`src/pic_pkg.sv`:
```
// package of shared constants and the sequential divider used by the conditioning pipeline
// assumes one clock i_mclk and an asynchronous active-low reset i_rst_n
// ============================================================
// shared constants
// ============================================================
package pic_pkg;
  localparam int          W              = 32;        // datapath width
  // configuration write selects
  localparam logic [3:0]  SEL_UNIT       = 4'h0;      // temperature unit
  localparam logic [3:0]  SEL_CJC        = 4'h1;      // compensation method
  localparam logic [3:0]  SEL_SC_HI      = 4'h2;      // scaling upper limit
  localparam logic [3:0]  SEL_SC_LO      = 4'h3;      // scaling lower limit
  localparam logic [3:0]  SEL_DP         = 4'h4;      // decimal point position
  localparam logic [3:0]  SEL_IV1        = 4'h5;      // first reference input
  localparam logic [3:0]  SEL_SH1        = 4'h6;      // first shift
  localparam logic [3:0]  SEL_IV2        = 4'h7;      // second reference input
  localparam logic [3:0]  SEL_SH2        = 4'h8;      // second shift
  localparam logic [3:0]  SEL_FILT       = 4'h9;      // filter time constant, 0.1 s units
  // values after reset
  localparam logic        RST_UNIT       = 1'b0;      // celsius
  localparam logic        RST_CJC        = 1'b1;      // internal
  localparam logic [15:0] RST_SC_HI      = 16'h03e8;  // 1000
  localparam logic [15:0] RST_SC_LO      = 16'h0000;
  localparam logic [1:0]  RST_DP         = 2'h1;
  localparam logic [15:0] RST_IV1        = 16'h0000;
  localparam logic [15:0] RST_SH1        = 16'h0000;
  localparam logic [15:0] RST_IV2        = 16'h03e8;  // 1000
  localparam logic [15:0] RST_SH2        = 16'h0000;
  localparam logic [15:0] RST_FILT       = 16'h0000;  // 0.0 s
  localparam logic [15:0] FILT_MAX       = 16'h270f;  // 999.9 s
  // input type codes
  localparam logic [4:0]  TYPE_TC_FIRST  = 5'h05;
  localparam logic [4:0]  TYPE_TC_LAST   = 5'h14;
  localparam logic [4:0]  TYPE_IR_FIRST  = 5'h15;
  localparam logic [4:0]  TYPE_IR_LAST   = 5'h18;
  localparam logic [4:0]  TYPE_AN_FIRST  = 5'h19;
  localparam logic [4:0]  TYPE_AN_LAST   = 5'h1d;
  localparam logic [4:0]  TYPE_TC_EXTRA  = 5'h1e;
  // arithmetic constants
  localparam logic [1:0]  DP_TEMP        = 2'h1;      // temperatures carried in tenths
  localparam logic [W-1:0] F_MUL         = 32'h0000_0009;
  localparam logic [W-1:0] F_DIV         = 32'h0000_0005;
  localparam logic [W-1:0] F_OFS         = 32'h0000_0140; // 32.0 degrees in tenths
  localparam logic [W-1:0] DP_TEN        = 32'h0000_000a; // one decimal digit
  localparam logic [W-1:0] TAU_UNIT_MS   = 32'h0000_0064; // 0.1 s in ms
  // pipeline states, one-hot
  typedef enum logic [6:0] {
    ST_IDLE  = 7'b0000001,
    ST_SCALE = 7'b0000010,
    ST_UNIT  = 7'b0000100,
    ST_SHIFT = 7'b0001000,
    ST_DPADJ = 7'b0010000,
    ST_FILT  = 7'b0100000,
    ST_OUT   = 7'b1000000
  } pic_state_t;
endpackage : pic_pkg

// ============================================================
// signed restoring divider, quotient truncated toward zero
// ============================================================
`timescale 1ns/100ps
module pic_div
  import pic_pkg::*;
#(
  parameter int WD = 32                        // operand width
) (
  input  wire logic                 i_mclk,
  input  wire logic                 i_rst_n,
  input  wire logic                 i_start,   // ignored while busy
  input  wire logic signed [WD-1:0] i_num,
  input  wire logic signed [WD-1:0] i_den,     // caller keeps this non-zero
  output logic                      o_done,    // one-cycle pulse with o_quo valid
  output logic signed [WD-1:0]      o_quo
);
  localparam int CW = $clog2(WD) + 1;
  localparam logic [CW-1:0] CNT_FULL = CW'(WD);

  logic          busy,   next_busy;            // iteration in progress
  logic [CW-1:0] cnt,    next_cnt;             // bits left
  logic [WD-1:0] dvd,    next_dvd;             // dividend shifting out, quotient in
  logic [WD-1:0] rem,    next_rem;             // partial remainder
  logic [WD-1:0] dsr,    next_dsr;             // divisor magnitude
  logic          neg,    next_neg;             // result sign
  logic          next_done;
  logic [WD-1:0] next_quo;

  // one quotient bit per cycle; latency WD cycles after start
  always_comb begin
    logic [WD-1:0] trial;
    trial     = '0;
    next_busy = busy;
    next_cnt  = cnt;
    next_dvd  = dvd;
    next_rem  = rem;
    next_dsr  = dsr;
    next_neg  = neg;
    next_done = 1'b0;
    next_quo  = o_quo;
    if (!busy && i_start) begin
      next_busy = 1'b1;
      next_cnt  = CNT_FULL;
      next_dvd  = i_num[WD-1] ? -i_num : i_num;
      next_dsr  = i_den[WD-1] ? -i_den : i_den;
      next_rem  = '0;
      next_neg  = i_num[WD-1] ^ i_den[WD-1];
    end else if (busy) begin
      trial    = {rem[WD-2:0], dvd[WD-1]};
      next_dvd = {dvd[WD-2:0], 1'b0};
      if (trial >= dsr) begin                  // subtract fits
        next_rem    = trial - dsr;
        next_dvd[0] = 1'b1;
      end else begin
        next_rem = trial;
      end
      next_cnt = cnt - 1'b1;
      if (cnt == 1) begin                      // last bit
        next_busy = 1'b0;
        next_done = 1'b1;
        next_quo  = neg ? -next_dvd : next_dvd;
      end
    end
  end

  always_ff @(posedge i_mclk or negedge i_rst_n) begin
    if (!i_rst_n) begin
      busy   <= 1'b0;
      cnt    <= '0;
      dvd    <= '0;
      rem    <= '0;
      dsr    <= '0;
      neg    <= 1'b0;
      o_done <= 1'b0;
      o_quo  <= '0;
    end else begin
      busy   <= next_busy;
      cnt    <= next_cnt;
      dvd    <= next_dvd;
      rem    <= next_rem;
      dsr    <= next_dsr;
      neg    <= next_neg;
      o_done <= next_done;
      o_quo  <= next_quo;
    end
  end
endmodule : pic_div

```
`src/pic_cond.sv`:
```
// one channel of process input conditioning: settings, scaling, unit, shift and filter
// assumes raw samples, run flag and input type come from logic on i_mclk (no synchroniser)
`timescale 1ns/100ps
// ============================================================
// conditioning top
// ============================================================
// Summary of operation
// - unit 0 celsius, 1 fahrenheit, default 0
// - unit applies to temperature inputs only
// - compensation 0 external, 1 internal, default 1
// - compensation applies to thermocouple, infrared only
// - unit, compensation, scaling, point locked while running
// - scaling and point ignored for temperature inputs
// - analog range maps lower to upper limit
// - point gives fractional digits, default 1
// - larger scaling limit acts as upper limit
// - add straight-line correction through two points
// - equal shifts give constant offset everywhere
// - shifts use sensor point, 0 read as 1
// - first-order filter, 0.0 to 999.9 s, default 0
module pic_cond
  import pic_pkg::*;
#(
  parameter int RAW_BITS  = 12,                // analog sample resolution
  parameter int SAMPLE_MS = 100                // sample interval, ms
) (
  input  wire logic               i_mclk,
  input  wire logic               i_rst_n,
  input  wire logic               i_run,       // high while operation runs
  input  wire logic [4:0]         i_input_type,
  input  wire logic               i_cfg_wr,    // setting write strobe
  input  wire logic [3:0]         i_cfg_sel,
  input  wire logic signed [15:0] i_cfg_data,
  input  wire logic               i_raw_valid, // sample strobe
  input  wire logic signed [15:0] i_raw,       // tenths degC, or analog code
  input  wire logic signed [15:0] i_cj_temp,   // terminal temperature, tenths degC
  output logic                    o_cfg_ack,
  output logic                    o_cfg_rej,
  output logic signed [W-1:0]     o_pv,
  output logic                    o_pv_valid,
  output logic [1:0]              o_pv_dp,
  output logic                    o_busy,
  output logic                    o_unit_f,
  output logic                    o_cjc_int
);
  localparam logic [W-1:0] RAW_FS  = W'((1 << RAW_BITS) - 1);
  localparam logic [W-1:0] SMP_MS  = W'(SAMPLE_MS);

  // ============================================================
  // settings
  // ============================================================
  logic               next_unit_f, next_cjc_int, next_ack, next_rej;
  logic signed [15:0] sc_hi, sc_lo, iv1, sh1, iv2, sh2;   // scaling and shift points
  logic signed [15:0] next_sc_hi, next_sc_lo, next_iv1, next_sh1, next_iv2, next_sh2;
  logic [15:0]        tau, next_tau;                      // filter constant, 0.1 s
  logic [1:0]         dp, next_dp;                        // analog decimal point

  // write decode; locked settings bounce while running
  always_comb begin
    logic locked;
    locked       = (i_cfg_sel <= SEL_DP);
    next_unit_f  = o_unit_f;
    next_cjc_int = o_cjc_int;
    next_sc_hi   = sc_hi;
    next_sc_lo   = sc_lo;
    next_dp      = dp;
    next_iv1     = iv1;
    next_sh1     = sh1;
    next_iv2     = iv2;
    next_sh2     = sh2;
    next_tau     = tau;
    next_ack     = 1'b0;
    next_rej     = 1'b0;
    if (i_cfg_wr) begin
      if ((locked && i_run) || i_cfg_sel > SEL_FILT) begin
        next_rej = 1'b1;
      end else begin
        next_ack = 1'b1;
        if (i_cfg_sel == SEL_UNIT) begin
          next_unit_f = i_cfg_data[0];
        end else if (i_cfg_sel == SEL_CJC) begin
          next_cjc_int = i_cfg_data[0];
        end else if (i_cfg_sel == SEL_SC_HI) begin
          next_sc_hi = i_cfg_data;
        end else if (i_cfg_sel == SEL_SC_LO) begin
          next_sc_lo = i_cfg_data;
        end else if (i_cfg_sel == SEL_DP) begin
          next_dp = i_cfg_data[1:0];
        end else if (i_cfg_sel == SEL_IV1) begin
          next_iv1 = i_cfg_data;
        end else if (i_cfg_sel == SEL_SH1) begin
          next_sh1 = i_cfg_data;
        end else if (i_cfg_sel == SEL_IV2) begin
          next_iv2 = i_cfg_data;
        end else if (i_cfg_sel == SEL_SH2) begin
          next_sh2 = i_cfg_data;
        end else begin
          // negative or oversized constants clamp into range
          if (i_cfg_data[15]) begin
            next_tau = '0;
          end else if (i_cfg_data > $signed(FILT_MAX)) begin
            next_tau = FILT_MAX;
          end else begin
            next_tau = i_cfg_data;
          end
        end
      end
    end
  end

  always_ff @(posedge i_mclk or negedge i_rst_n) begin
    if (!i_rst_n) begin
      o_unit_f  <= RST_UNIT;
      o_cjc_int <= RST_CJC;
      sc_hi     <= RST_SC_HI;
      sc_lo     <= RST_SC_LO;
      dp        <= RST_DP;
      iv1       <= RST_IV1;
      sh1       <= RST_SH1;
      iv2       <= RST_IV2;
      sh2       <= RST_SH2;
      tau       <= RST_FILT;
      o_cfg_ack <= 1'b0;
      o_cfg_rej <= 1'b0;
    end else begin
      o_unit_f  <= next_unit_f;
      o_cjc_int <= next_cjc_int;
      sc_hi     <= next_sc_hi;
      sc_lo     <= next_sc_lo;
      dp        <= next_dp;
      iv1       <= next_iv1;
      sh1       <= next_sh1;
      iv2       <= next_iv2;
      sh2       <= next_sh2;
      tau       <= next_tau;
      o_cfg_ack <= next_ack;
      o_cfg_rej <= next_rej;
    end
  end

  // ============================================================
  // input classification and effective settings
  // ============================================================
  logic               is_analog, is_tc_ir;
  logic signed [W-1:0] hi_eff, lo_eff;                    // ordered limits
  logic [1:0]         dp_eff;                             // point of the value

  assign is_analog = (i_input_type >= TYPE_AN_FIRST) && (i_input_type <= TYPE_AN_LAST);
  assign is_tc_ir  = ((i_input_type >= TYPE_TC_FIRST) && (i_input_type <= TYPE_IR_LAST))
                     || (i_input_type == TYPE_TC_EXTRA);
  assign hi_eff    = (sc_lo > sc_hi) ? W'(sc_lo) : W'(sc_hi);
  assign lo_eff    = (sc_lo > sc_hi) ? W'(sc_hi) : W'(sc_lo);
  assign dp_eff    = is_analog ? dp : DP_TEMP;

  // ============================================================
  // pipeline
  // ============================================================
  pic_state_t          state, next_state;                 // current step
  logic                pend, next_pend;                   // division in flight
  logic                primed, next_primed;               // filter holds a value
  logic signed [W-1:0] val, next_val;                     // working value
  logic signed [W-1:0] corr, next_corr;                   // shift correction
  logic signed [W-1:0] filt, next_filt;                   // filter state
  logic signed [W-1:0] next_pv;
  logic                next_pv_valid, next_busy;
  logic [1:0]          next_pv_dp;
  logic                div_start, div_done;
  logic signed [W-1:0] div_num, div_den, div_quo;

  pic_div #(.WD(W)) u_div (
    .i_mclk  (i_mclk),
    .i_rst_n (i_rst_n),
    .i_start (div_start),
    .i_num   (div_num),
    .i_den   (div_den),
    .o_done  (div_done),
    .o_quo   (div_quo)
  );

  // each step issues at most one division, then waits for its result
  always_comb begin
    logic signed [W-1:0] cel;
    cel           = W'(i_raw);
    next_state    = state;
    next_pend     = pend;
    next_primed   = primed;
    next_val      = val;
    next_corr     = corr;
    next_filt     = filt;
    next_pv       = o_pv;
    next_pv_valid = 1'b0;
    next_pv_dp    = o_pv_dp;
    div_start     = 1'b0;
    div_num       = '0;
    div_den       = DP_TEN;
    case (state)
      ST_IDLE: begin
        // samples arriving mid-pipeline are dropped
        if (i_raw_valid) begin
          next_pend = 1'b0;
          if (is_analog) begin
            next_val   = W'({{(16 - RAW_BITS){1'b0}}, i_raw[RAW_BITS-1:0]});
            next_state = ST_SCALE;
          end else begin
            if (is_tc_ir && o_cjc_int) begin
              cel = W'(i_raw) + W'(i_cj_temp);
            end
            next_val   = cel;
            next_state = o_unit_f ? ST_UNIT : ST_SHIFT;
          end
        end
      end
      ST_SCALE: begin
        if (!pend) begin
          div_start = 1'b1;
          div_num   = (hi_eff - lo_eff) * val;
          div_den   = RAW_FS;
          next_pend = 1'b1;
        end else if (div_done) begin
          next_val   = lo_eff + div_quo;
          next_pend  = 1'b0;
          next_state = ST_SHIFT;
        end
      end
      ST_UNIT: begin
        if (!pend) begin
          div_start = 1'b1;
          div_num   = val * F_MUL;
          div_den   = F_DIV;
          next_pend = 1'b1;
        end else if (div_done) begin
          next_val   = div_quo + F_OFS;
          next_pend  = 1'b0;
          next_state = ST_SHIFT;
        end
      end
      ST_SHIFT: begin
        if (!pend) begin
          // coincident reference inputs cannot define a slope
          if (sh1 == sh2 || iv1 == iv2) begin
            next_corr  = W'(sh1);
            next_state = ST_DPADJ;
          end else begin
            div_start = 1'b1;
            div_num   = (W'(sh2) - W'(sh1)) * (val - W'(iv1));
            div_den   = W'(iv2) - W'(iv1);
            next_pend = 1'b1;
          end
        end else if (div_done) begin
          next_corr  = W'(sh1) + div_quo;
          next_pend  = 1'b0;
          next_state = ST_DPADJ;
        end
      end
      ST_DPADJ: begin
        if (!pend) begin
          if (dp_eff == 2'h0) begin
            div_start = 1'b1;
            div_num   = corr;
            div_den   = DP_TEN;
            next_pend = 1'b1;
          end else begin
            next_val   = val + corr;
            next_state = ST_FILT;
          end
        end else if (div_done) begin
          next_val   = val + div_quo;
          next_pend  = 1'b0;
          next_state = ST_FILT;
        end
      end
      ST_FILT: begin
        if (!pend) begin
          if (tau == '0 || !primed) begin
            next_filt   = val;
            next_primed = 1'b1;
            next_state  = ST_OUT;
          end else begin
            // truncation can leave the output a few counts short of a step
            div_start = 1'b1;
            div_num   = (val - filt) * SMP_MS;
            div_den   = W'(tau) * TAU_UNIT_MS + SMP_MS;
            next_pend = 1'b1;
          end
        end else if (div_done) begin
          next_filt  = filt + div_quo;
          next_pend  = 1'b0;
          next_state = ST_OUT;
        end
      end
      ST_OUT: begin
        next_pv       = filt;
        next_pv_valid = 1'b1;
        next_pv_dp    = dp_eff;
        next_state    = ST_IDLE;
      end
      default: begin
        next_state = ST_IDLE;
        next_pend  = 1'b0;
      end
    endcase
    next_busy = (next_state != ST_IDLE);
  end

  always_ff @(posedge i_mclk or negedge i_rst_n) begin
    if (!i_rst_n) begin
      state      <= ST_IDLE;
      pend       <= 1'b0;
      primed     <= 1'b0;
      val        <= '0;
      corr       <= '0;
      filt       <= '0;
      o_pv       <= '0;
      o_pv_valid <= 1'b0;
      o_pv_dp    <= RST_DP;
      o_busy     <= 1'b0;
    end else begin
      state      <= next_state;
      pend       <= next_pend;
      primed     <= next_primed;
      val        <= next_val;
      corr       <= next_corr;
      filt       <= next_filt;
      o_pv       <= next_pv;
      o_pv_valid <= next_pv_valid;
      o_pv_dp    <= next_pv_dp;
      o_busy     <= next_busy;
    end
  end
endmodule : pic_cond

```
`config.mk`:
```
export PLATFORM = sky130hd
export DESIGN_NAME = pic_cond
export DESIGN_NICKNAME = d
export VERILOG_FILES = /design/src/pic_pkg.sv /design/src/pic_cond.sv
export SDC_FILE = /design/constraint.sdc
export NUM_CORES = 2
export LEC_CHECK = 0
export BUFFER_PORTS_ARGS = -buffer_cell sky130_fd_sc_hd__buf_2
export CORE_UTILIZATION = 57
export DETAILED_ROUTE_END_ITERATION = 10
export HOLD_SLACK_MARGIN = 0.08
export MAX_ROUTING_LAYER = met4
export PLACE_DENSITY = 0.73
export SKIP_LAST_GASP = 1
export SYNTH_ARGS = -nofsm -noshare
export SYNTH_HDL_FRONTEND = slang
export SYNTH_SLANG_ARGS = --single-unit
```
`constraint.sdc`:
```
create_clock -name i_mclk -period 39.9 [get_ports i_mclk]
set_input_delay 1.995 -clock i_mclk [delete_from_list [all_inputs] [get_ports i_mclk]]
set_output_delay 1.995 -clock i_mclk [all_outputs]
set_load 0.05 [all_outputs]
```
Word-level counts from Yosys, hierarchy flattened
Cells that the tools add are included.
{"block": "word_totals", "in_bits": 62, "reg_bits": 395}
{"block": "op_classes", "n_bitwise": 14, "mux": 92, "add_sub_neg": 18, "reduce_logical": 35, "n_mul": 5, "order_cmp": 9, "eq_ne": 28}
{"operator": "32-bit two-way mux", "n": 33}
{"operator": "32-bit case mux with 4 select lines", "n": 2}
{"operator": "32-bit case mux with 5 select lines", "n": 1}
{"operator": "32-bit adder", "n": 4}
{"operator": "32-bit negation", "n": 3}
{"operator": "31-bit two-way mux", "n": 3}
{"operator": "7-bit two-way mux", "n": 12}
{"operator": "32-bit subtractor", "n": 2}
{"operator": "24-bit two-way mux", "n": 2}
{"operator": "7-bit case mux with 5 select lines", "n": 1}
{"operator": "16-bit by 16-bit subtractor with 17-bit output", "n": 2}
{"operator": "16-bit by 32-bit adder with 32-bit output", "n": 1}
{"operator": "32-bit by 9-bit adder with 32-bit output (second input constant)", "n": 1}
{"operator": "16-bit == test", "n": 2}
{"operator": "32-bit greater-or-equal comparator", "n": 1}
{"operator": "17-bit by 32-bit multiplier with 32-bit output", "n": 1}
{"operator": "32-bit by 32-bit multiplier with 32-bit output", "n": 1}
{"operator": "32-bit by 4-bit multiplier with 32-bit output (second input constant)", "n": 1}
{"operator": "32-bit by 5-bit multiplier with 30-bit output (second input constant)", "n": 1}
{"operator": "32-bit by 16-bit subtractor with 32-bit output", "n": 1}
{"operator": "31-bit subtractor", "n": 1}
{"operator": "15-bit two-way mux", "n": 2}
{"operator": "1-bit two-way mux", "n": 27}
{"operator": "23-bit by 7-bit adder with 24-bit output (second input constant)", "n": 1}
{"operator": "55 further kinds", "n": 95}

Logic depth before layout (Yosys ltp)
{"block": "depth", "word_depth": 11, "depth_mapped": 57, "ltp_nobuf": 51}

By module
From an unflattened synthesis, not the netlist that was laid out.
{"block": "unflattened", "cells_unflattened": 7871, "hier_area_um2": 67274.5}
{"module": "pic_cond", "area_per_inst_um2": 58174.5, "instances": 1, "cells_each": 6780, "seq_area_each_um2": 6476.2}
{"module": "pic_div", "area_per_inst_um2": 9100.0, "instances": 1, "cells_each": 1091, "seq_area_each_um2": 3403.3}

Worst setup path after synthesis
No wires, ideal clock.
{"block": "synth_path", "path_kind": "reg2reg", "start": "register sc_hi[9]", "end": "register u_div.dvd[20]", "required_ps": 39767, "path_buffers": 4, "setup_ps": 133, "stages_incl_launch_ff": 52, "setup_slack_ps": 27141, "arrival_time_ps": 12626, "path_cell_list": "dfstp_2 > inv_1 > ha_1 > buf_2 > a21o_1 > a221o_1 > o21a_1 > o31ai_4 > a21oi_2 > buf_2 > a221o_1 > and4b_1 > o31a_1 > o21a_1 > o311a_1 > nor2_1 > nor2_1 > a211o_1 > [... 16 more ...] > xnor2_1 > xnor2_1 > xnor2_1 > xnor2_1 > xnor2_1 > xnor3_1 > xnor3_1 > xnor3_1 > xor3_1 > xnor3_1 > xnor3_1 > xor2_1 > mux2i_1 > and3_1 > buf_4 > or3_1 > a221oi_2 > a21oi_1"}
{"block": "synth_via", "elab_chain_len": 9, "word_cells_on_any_way": 10}
{"element": "from (decl)", "line_no": "pic_cond.sv:53", "source": "logic signed [15:0] sc_hi, sc_lo, iv1, sh1, iv2, sh2;"}
{"element": "from (signal assigned)", "line_no": "pic_cond.sv:128", "source": "sc_hi <= next_sc_hi;"}
{"element": "16-bit greater-than comparator", "line_no": "pic_cond.sv:151, pic_cond.sv:152"}
{"element": "32-bit two-way mux (on tied branches)", "line_no": "pic_cond.sv:151, pic_cond.sv:152"}
{"element": "32-bit subtractor (*)", "line_no": "pic_cond.sv:216", "source": "div_num = (hi_eff - lo_eff) * val;"}
{"element": "32-bit by 32-bit multiplier with 32-bit output (*)", "line_no": "pic_cond.sv:216"}
{"element": "32-bit two-way mux (*)", "line_no": "pic_cond.sv:214", "source": "if (!pend) begin"}
{"element": "32-bit case mux with 5 select lines (*)", "line_no": "pic_cond.sv:196", "source": "case (state)"}
{"element": "32-bit negation", "line_no": "pic_pkg.sv:102", "source": "next_dvd = i_num[WD-1] ? -i_num : i_num;"}
{"element": "32-bit two-way mux (*)", "line_no": "pic_pkg.sv:102"}
{"element": "32-bit two-way mux (*)", "line_no": "pic_pkg.sv:99", "source": "if (!busy && i_start) begin"}
{"element": "to (signal assigned)", "line_no": "pic_pkg.sv:137", "source": "dvd <= next_dvd;"}
{"element": "to (decl)", "line_no": "pic_pkg.sv:80", "source": "logic [WD-1:0] dvd, next_dvd;"}
Every way passes the cells marked *; elsewhere a longest branch is shown, timed or not.
A chain may end at the register's enable or synchronous reset.

Worst setup path after layout
{"block": "layout_path", "start": "register sc_hi[5]", "end": "register u_div.dvd[2]"}
Same word-level chain as after synthesis.

==> impl_metrics.env <==
export IMPL_yosys_top_cells_area="fa_1 23%, dfrtp_1 14%, ha_1 14%, inv_1 6.5%, nand2_1 5.5%"
export IMPL_min_from="o_pv[29]"
export IMPL_cp_startpoint="sc_hi[5]"
export IMPL_grt_pass1_wl_um=356000
export IMPL_setup_violations=0
export IMPL_required_ns=40.41
export IMPL_async_reset_ff_share_pct=100
export IMPL_maxCapViolCount=0
export IMPL_busiest_layer="met2"
export IMPL_areaGrowthSynthToFinish_pct=6.74
export IMPL_fin_hold_ws_ns=0.467
export IMPL_layout_drive_gt1_share_pct=6.72
export IMPL_dieWidth_um=343
export IMPL_report_final_slew_viol_count=0
export IMPL_crit_top_cell="fa_1"
export IMPL_cts_setup_buffers=0
export IMPL_cts_sinks=394
export IMPL_synth_edf_count=0
export IMPL_cts_resized=0
export IMPL_final_antenna_net_count=0
export IMPL_syn_avg_cell_area_sq_um=8.49
export IMPL_path_depth=48
export IMPL_synth_nets=9383
export IMPL_htree_levels=2
export IMPL_synth_mux_area_share_pct=2.40
export IMPL_fillers=9932
export IMPL_max_stage_delay_ns=0.63
export IMPL_routed_via_density=6.12
export IMPL_fin_crit_ns=15.18
export IMPL_crit_buf_inv=6
export IMPL_nNetsFinal=9401
export IMPL_ys_flop_type="dfrtp_1"
export IMPL_synth_top_area_share_pct=23.3
export IMPL_clock_latency_ns=0.66
export IMPL_finalSetupTns_ns=0
export IMPL_dpl_cell_area_sq_um=69000
export IMPL_skew_ns=0.0164
export IMPL_yosys_area_top_type="fa_1"
export IMPL_dp_cells=9302
export IMPL_run_status="finished clean"
export IMPL_synthAdderAreaFrac_pct=36.9
export IMPL_synth_top_family_by_area="adder cells"
export IMPL_rsz0062_at_grt="no"
export IMPL_ys_types=101
export IMPL_yosys_warnings=0
export IMPL_ys_ff_latch=394
export IMPL_die_y_um=343
export IMPL_grt_pass1_vias=57100
export IMPL_synth_xor_area_share_pct=7.06
export IMPL_postLayoutCellArea_sq_um=70900
export IMPL_fin_cells=9416
export IMPL_clock_path_buffers=3
export IMPL_wire_per_inst_um=25.2
export IMPL_die_area_sq_um=118000
export IMPL_synth_compound_area_share_pct=14.1
export IMPL_timing_rr_end="u_div.dvd[2]"
export IMPL_grt_util_met2_pct=64.2
export IMPL_arrival_ns=15.69
export IMPL_synth_area_sq_um=66400
export IMPL_clock_root_buffer="clkbuf_16"
export IMPL_grt_overflow_total=0
export IMPL_io_buffers=101
export IMPL_relSlewSlack_pct=4.85
export IMPL_crit_path_end_kind="register"
export IMPL_routed_wirelength_um=238000
export IMPL_grt_max_degree=94
export IMPL_postCtsHoldBufs=0
export IMPL_met1_usage_pct=52.7
export IMPL_tritoncts="done"
export IMPL_drt_first_pass_iters=10
export IMPL_crit_family="adder cells"
export IMPL_ys_seq_area_share_pct=14.9
export IMPL_reg2reg_slack_ns=24.72
export IMPL_use_met3_pct=8.18
export IMPL_worst_slew_pin_slew_ns=1.42
export IMPL_fp_coreArea_sq_um=115000
export IMPL_cts_buffers=52
export IMPL_worstSetupPathType="reg2reg"
export IMPL_place_hpwl_um=186000
export IMPL_period_share_pct=38.0
export IMPL_hold_viol=0
export IMPL_post_route_drc_count=0
export IMPL_drtIter0Drc=5403
export IMPL_place_congestion=1.06
export IMPL_ff2ff_path_depth=48
export IMPL_cp_endpoint="u_div.dvd[2]"
export IMPL_hold_class="reg2reg"
export IMPL_core_rowCount=124
export IMPL_synthSimpleGateAreaFrac_pct=16.5
export IMPL_clk_pin_slew_ns=0.06
export IMPL_antenna_found_initial=24
export IMPL_clock_fmax_ghz=0.0659
export IMPL_track_usage_pct=42.0
export IMPL_timing_rr_start="sc_hi[5]"
export IMPL_vias=57600
export IMPL_critPathMaxFanout=44
export IMPL_syn_inst=7826
export IMPL_slowest_stage="mux2i_1"
export IMPL_start_util_pct=57.8
export IMPL_ios=102
export IMPL_startpoint_type="register"
## worst min-delay path by stage
stage / cells after the start / slack (ns) / to
floorplan: 1 / 0.44 / primed
global placement: 2 / 0.46 / o_pv[29]
detailed placement: 2 / 0.46 / o_pv[29]
CTS: 2 / 0.47 / o_pv[29]
global route: 2 / 0.49 / o_pv[6]
finish: 2 / 0.47 / o_pv[29]
## area by class of cell
type                            instances  area (sq um)  share of cell area [%]
Antenna cell                           19          47.5                  0.0670
Clock buffer                           74          1520                    2.14
Clock inverter                         21           300                   0.423
Inverter                             1161          4360                    6.15
Multi-Input combinational cell       5987         51300                    72.3
Sequential cell                       394          9880                    13.9
Tap cell                             1512          1890                    2.67
Timing Repair Buffer                  248          1620                    2.28
## routing by layer
metal | share of wire (%) | up-vias
met3 | 9.5 | 612
met1 | 39 | 28500
met2 | 45 | 2682
li1 | - | 25800
met5 | 0 | -
met4 | 6.4 | 0
## synth_stat cells, types with 16 or more instances
| cell | n |
|---|---|
| inv_1 | 1157 |
| nand2_1 | 970 |
| fa_1 | 772 |
| ha_1 | 723 |
| nor2_1 | 490 |
| o21ai_0 | 414 |
| a21oi_1 | 405 |
| dfrtp_1 | 378 |
| xnor2_1 | 321 |
| and2_1 | 278 |
| clkbuf_1 | 257 |
| xor2_1 | 175 |
| nor2b_1 | 117 |
| nor3_1 | 103 |
| mux2_2 | 102 |
| a21o_1 | 97 |
| nand3_1 | 82 |
| nand2b_1 | 66 |
| or3_1 | 57 |
| a31oi_1 | 56 |
| o21bai_1 | 52 |
| and3_1 | 51 |
| o21a_1 | 47 |
| mux2i_1 | 43 |
| o31ai_1 | 35 |
| o22ai_1 | 33 |
| a211oi_1 | 31 |
| a221oi_1 | 31 |
| nand4_1 | 31 |
| a21boi_0 | 30 |
| nor4_1 | 23 |
| o211ai_1 | 23 |
| a22oi_1 | 22 |
| a211o_1 | 18 |
| buf_1 | 16 |
| dfstp_2 | 16 |
## cell families (layout without fill, tap and decap cells)
group                    count (synthesis)  count (layout)
other                                    0              19
XOR/XNOR                               512             512
adder cells (fa/ha/maj)               1495            1495
flip-flops                             394             394
buffers and inverters                 1445            1504
AND/OR/NAND/NOR                       2351            2351
AO/OA/AOI/OAI                         1483            1483
multiplexers                           146             146
## sequential cells by signal, indices dropped and copies added (netlist names), 2 cells and up
register,cells
u_div.dvd,32
u_div.dsr,32
tau,15
val,32
u_div.rem,31
dp,2
u_div.cnt,6
o_pv_dp,2
o_pv,32
filt,32
corr,32
iv2,16
u_div.o_quo,32
state,7
sc_lo,16
iv1,16
sc_hi,16
sh1,16
sh2,16
## metrics by stage
stage          setup slack, ns  util [%]
5_1_grt                  24.08      61.7
3_3_place_gp             25.11      60.1
6_report                 24.72      61.7
3_5_place_dp             24.98      60.1
4_1_cts                  24.90      61.6
2_1_floorplan            27.14         -
## worst reg2reg max path: cells and delay by family (launching register included)
| family | cells | cell delay, ns |
|---|---|---|
| xor+xnor | 13 | 3.29 |
| buf+inv | 6 | 1.07 |
| flops | 1 | 0.55 |
| mux | 1 | 0.63 |
| compound gates | 11 | 2.94 |
| simple gates | 7 | 1.94 |
| fa+ha+maj | 10 | 4.66 |
## layout by cell type, fill, tap and decap left out, types with 18 or more instances in the layout
cell and instances:
nor4_1 23, nand2_1 970, a21o_1 97, a22oi_1 22
xnor2_1 312, buf_4 147, a211oi_1 30, nor2_1 488
and2_1 279, nor3_1 97, a21boi_0 30, a211o_1 18
o21bai_1 52, buf_2 100, and3_1 51, o31ai_1 35
o211ai_1 23, o22ai_1 33, ha_1 723, or3_1 56
inv_1 1157, mux2_2 102, nand4_1 31, fa_1 772
clkbuf_16 53, o21a_1 46, nand2b_1 66, dfrtp_1 376
a21oi_1 405, mux2i_1 42, o21ai_0 413, a31oi_1 56
diode_2 19, nand3_1 82, xor2_1 172, a221oi_1 31
nor2b_1 116
Power is left out: the tool's default activity adds up to more than one toggle a clock period on the data nets, which glitch-free logic cannot reach.
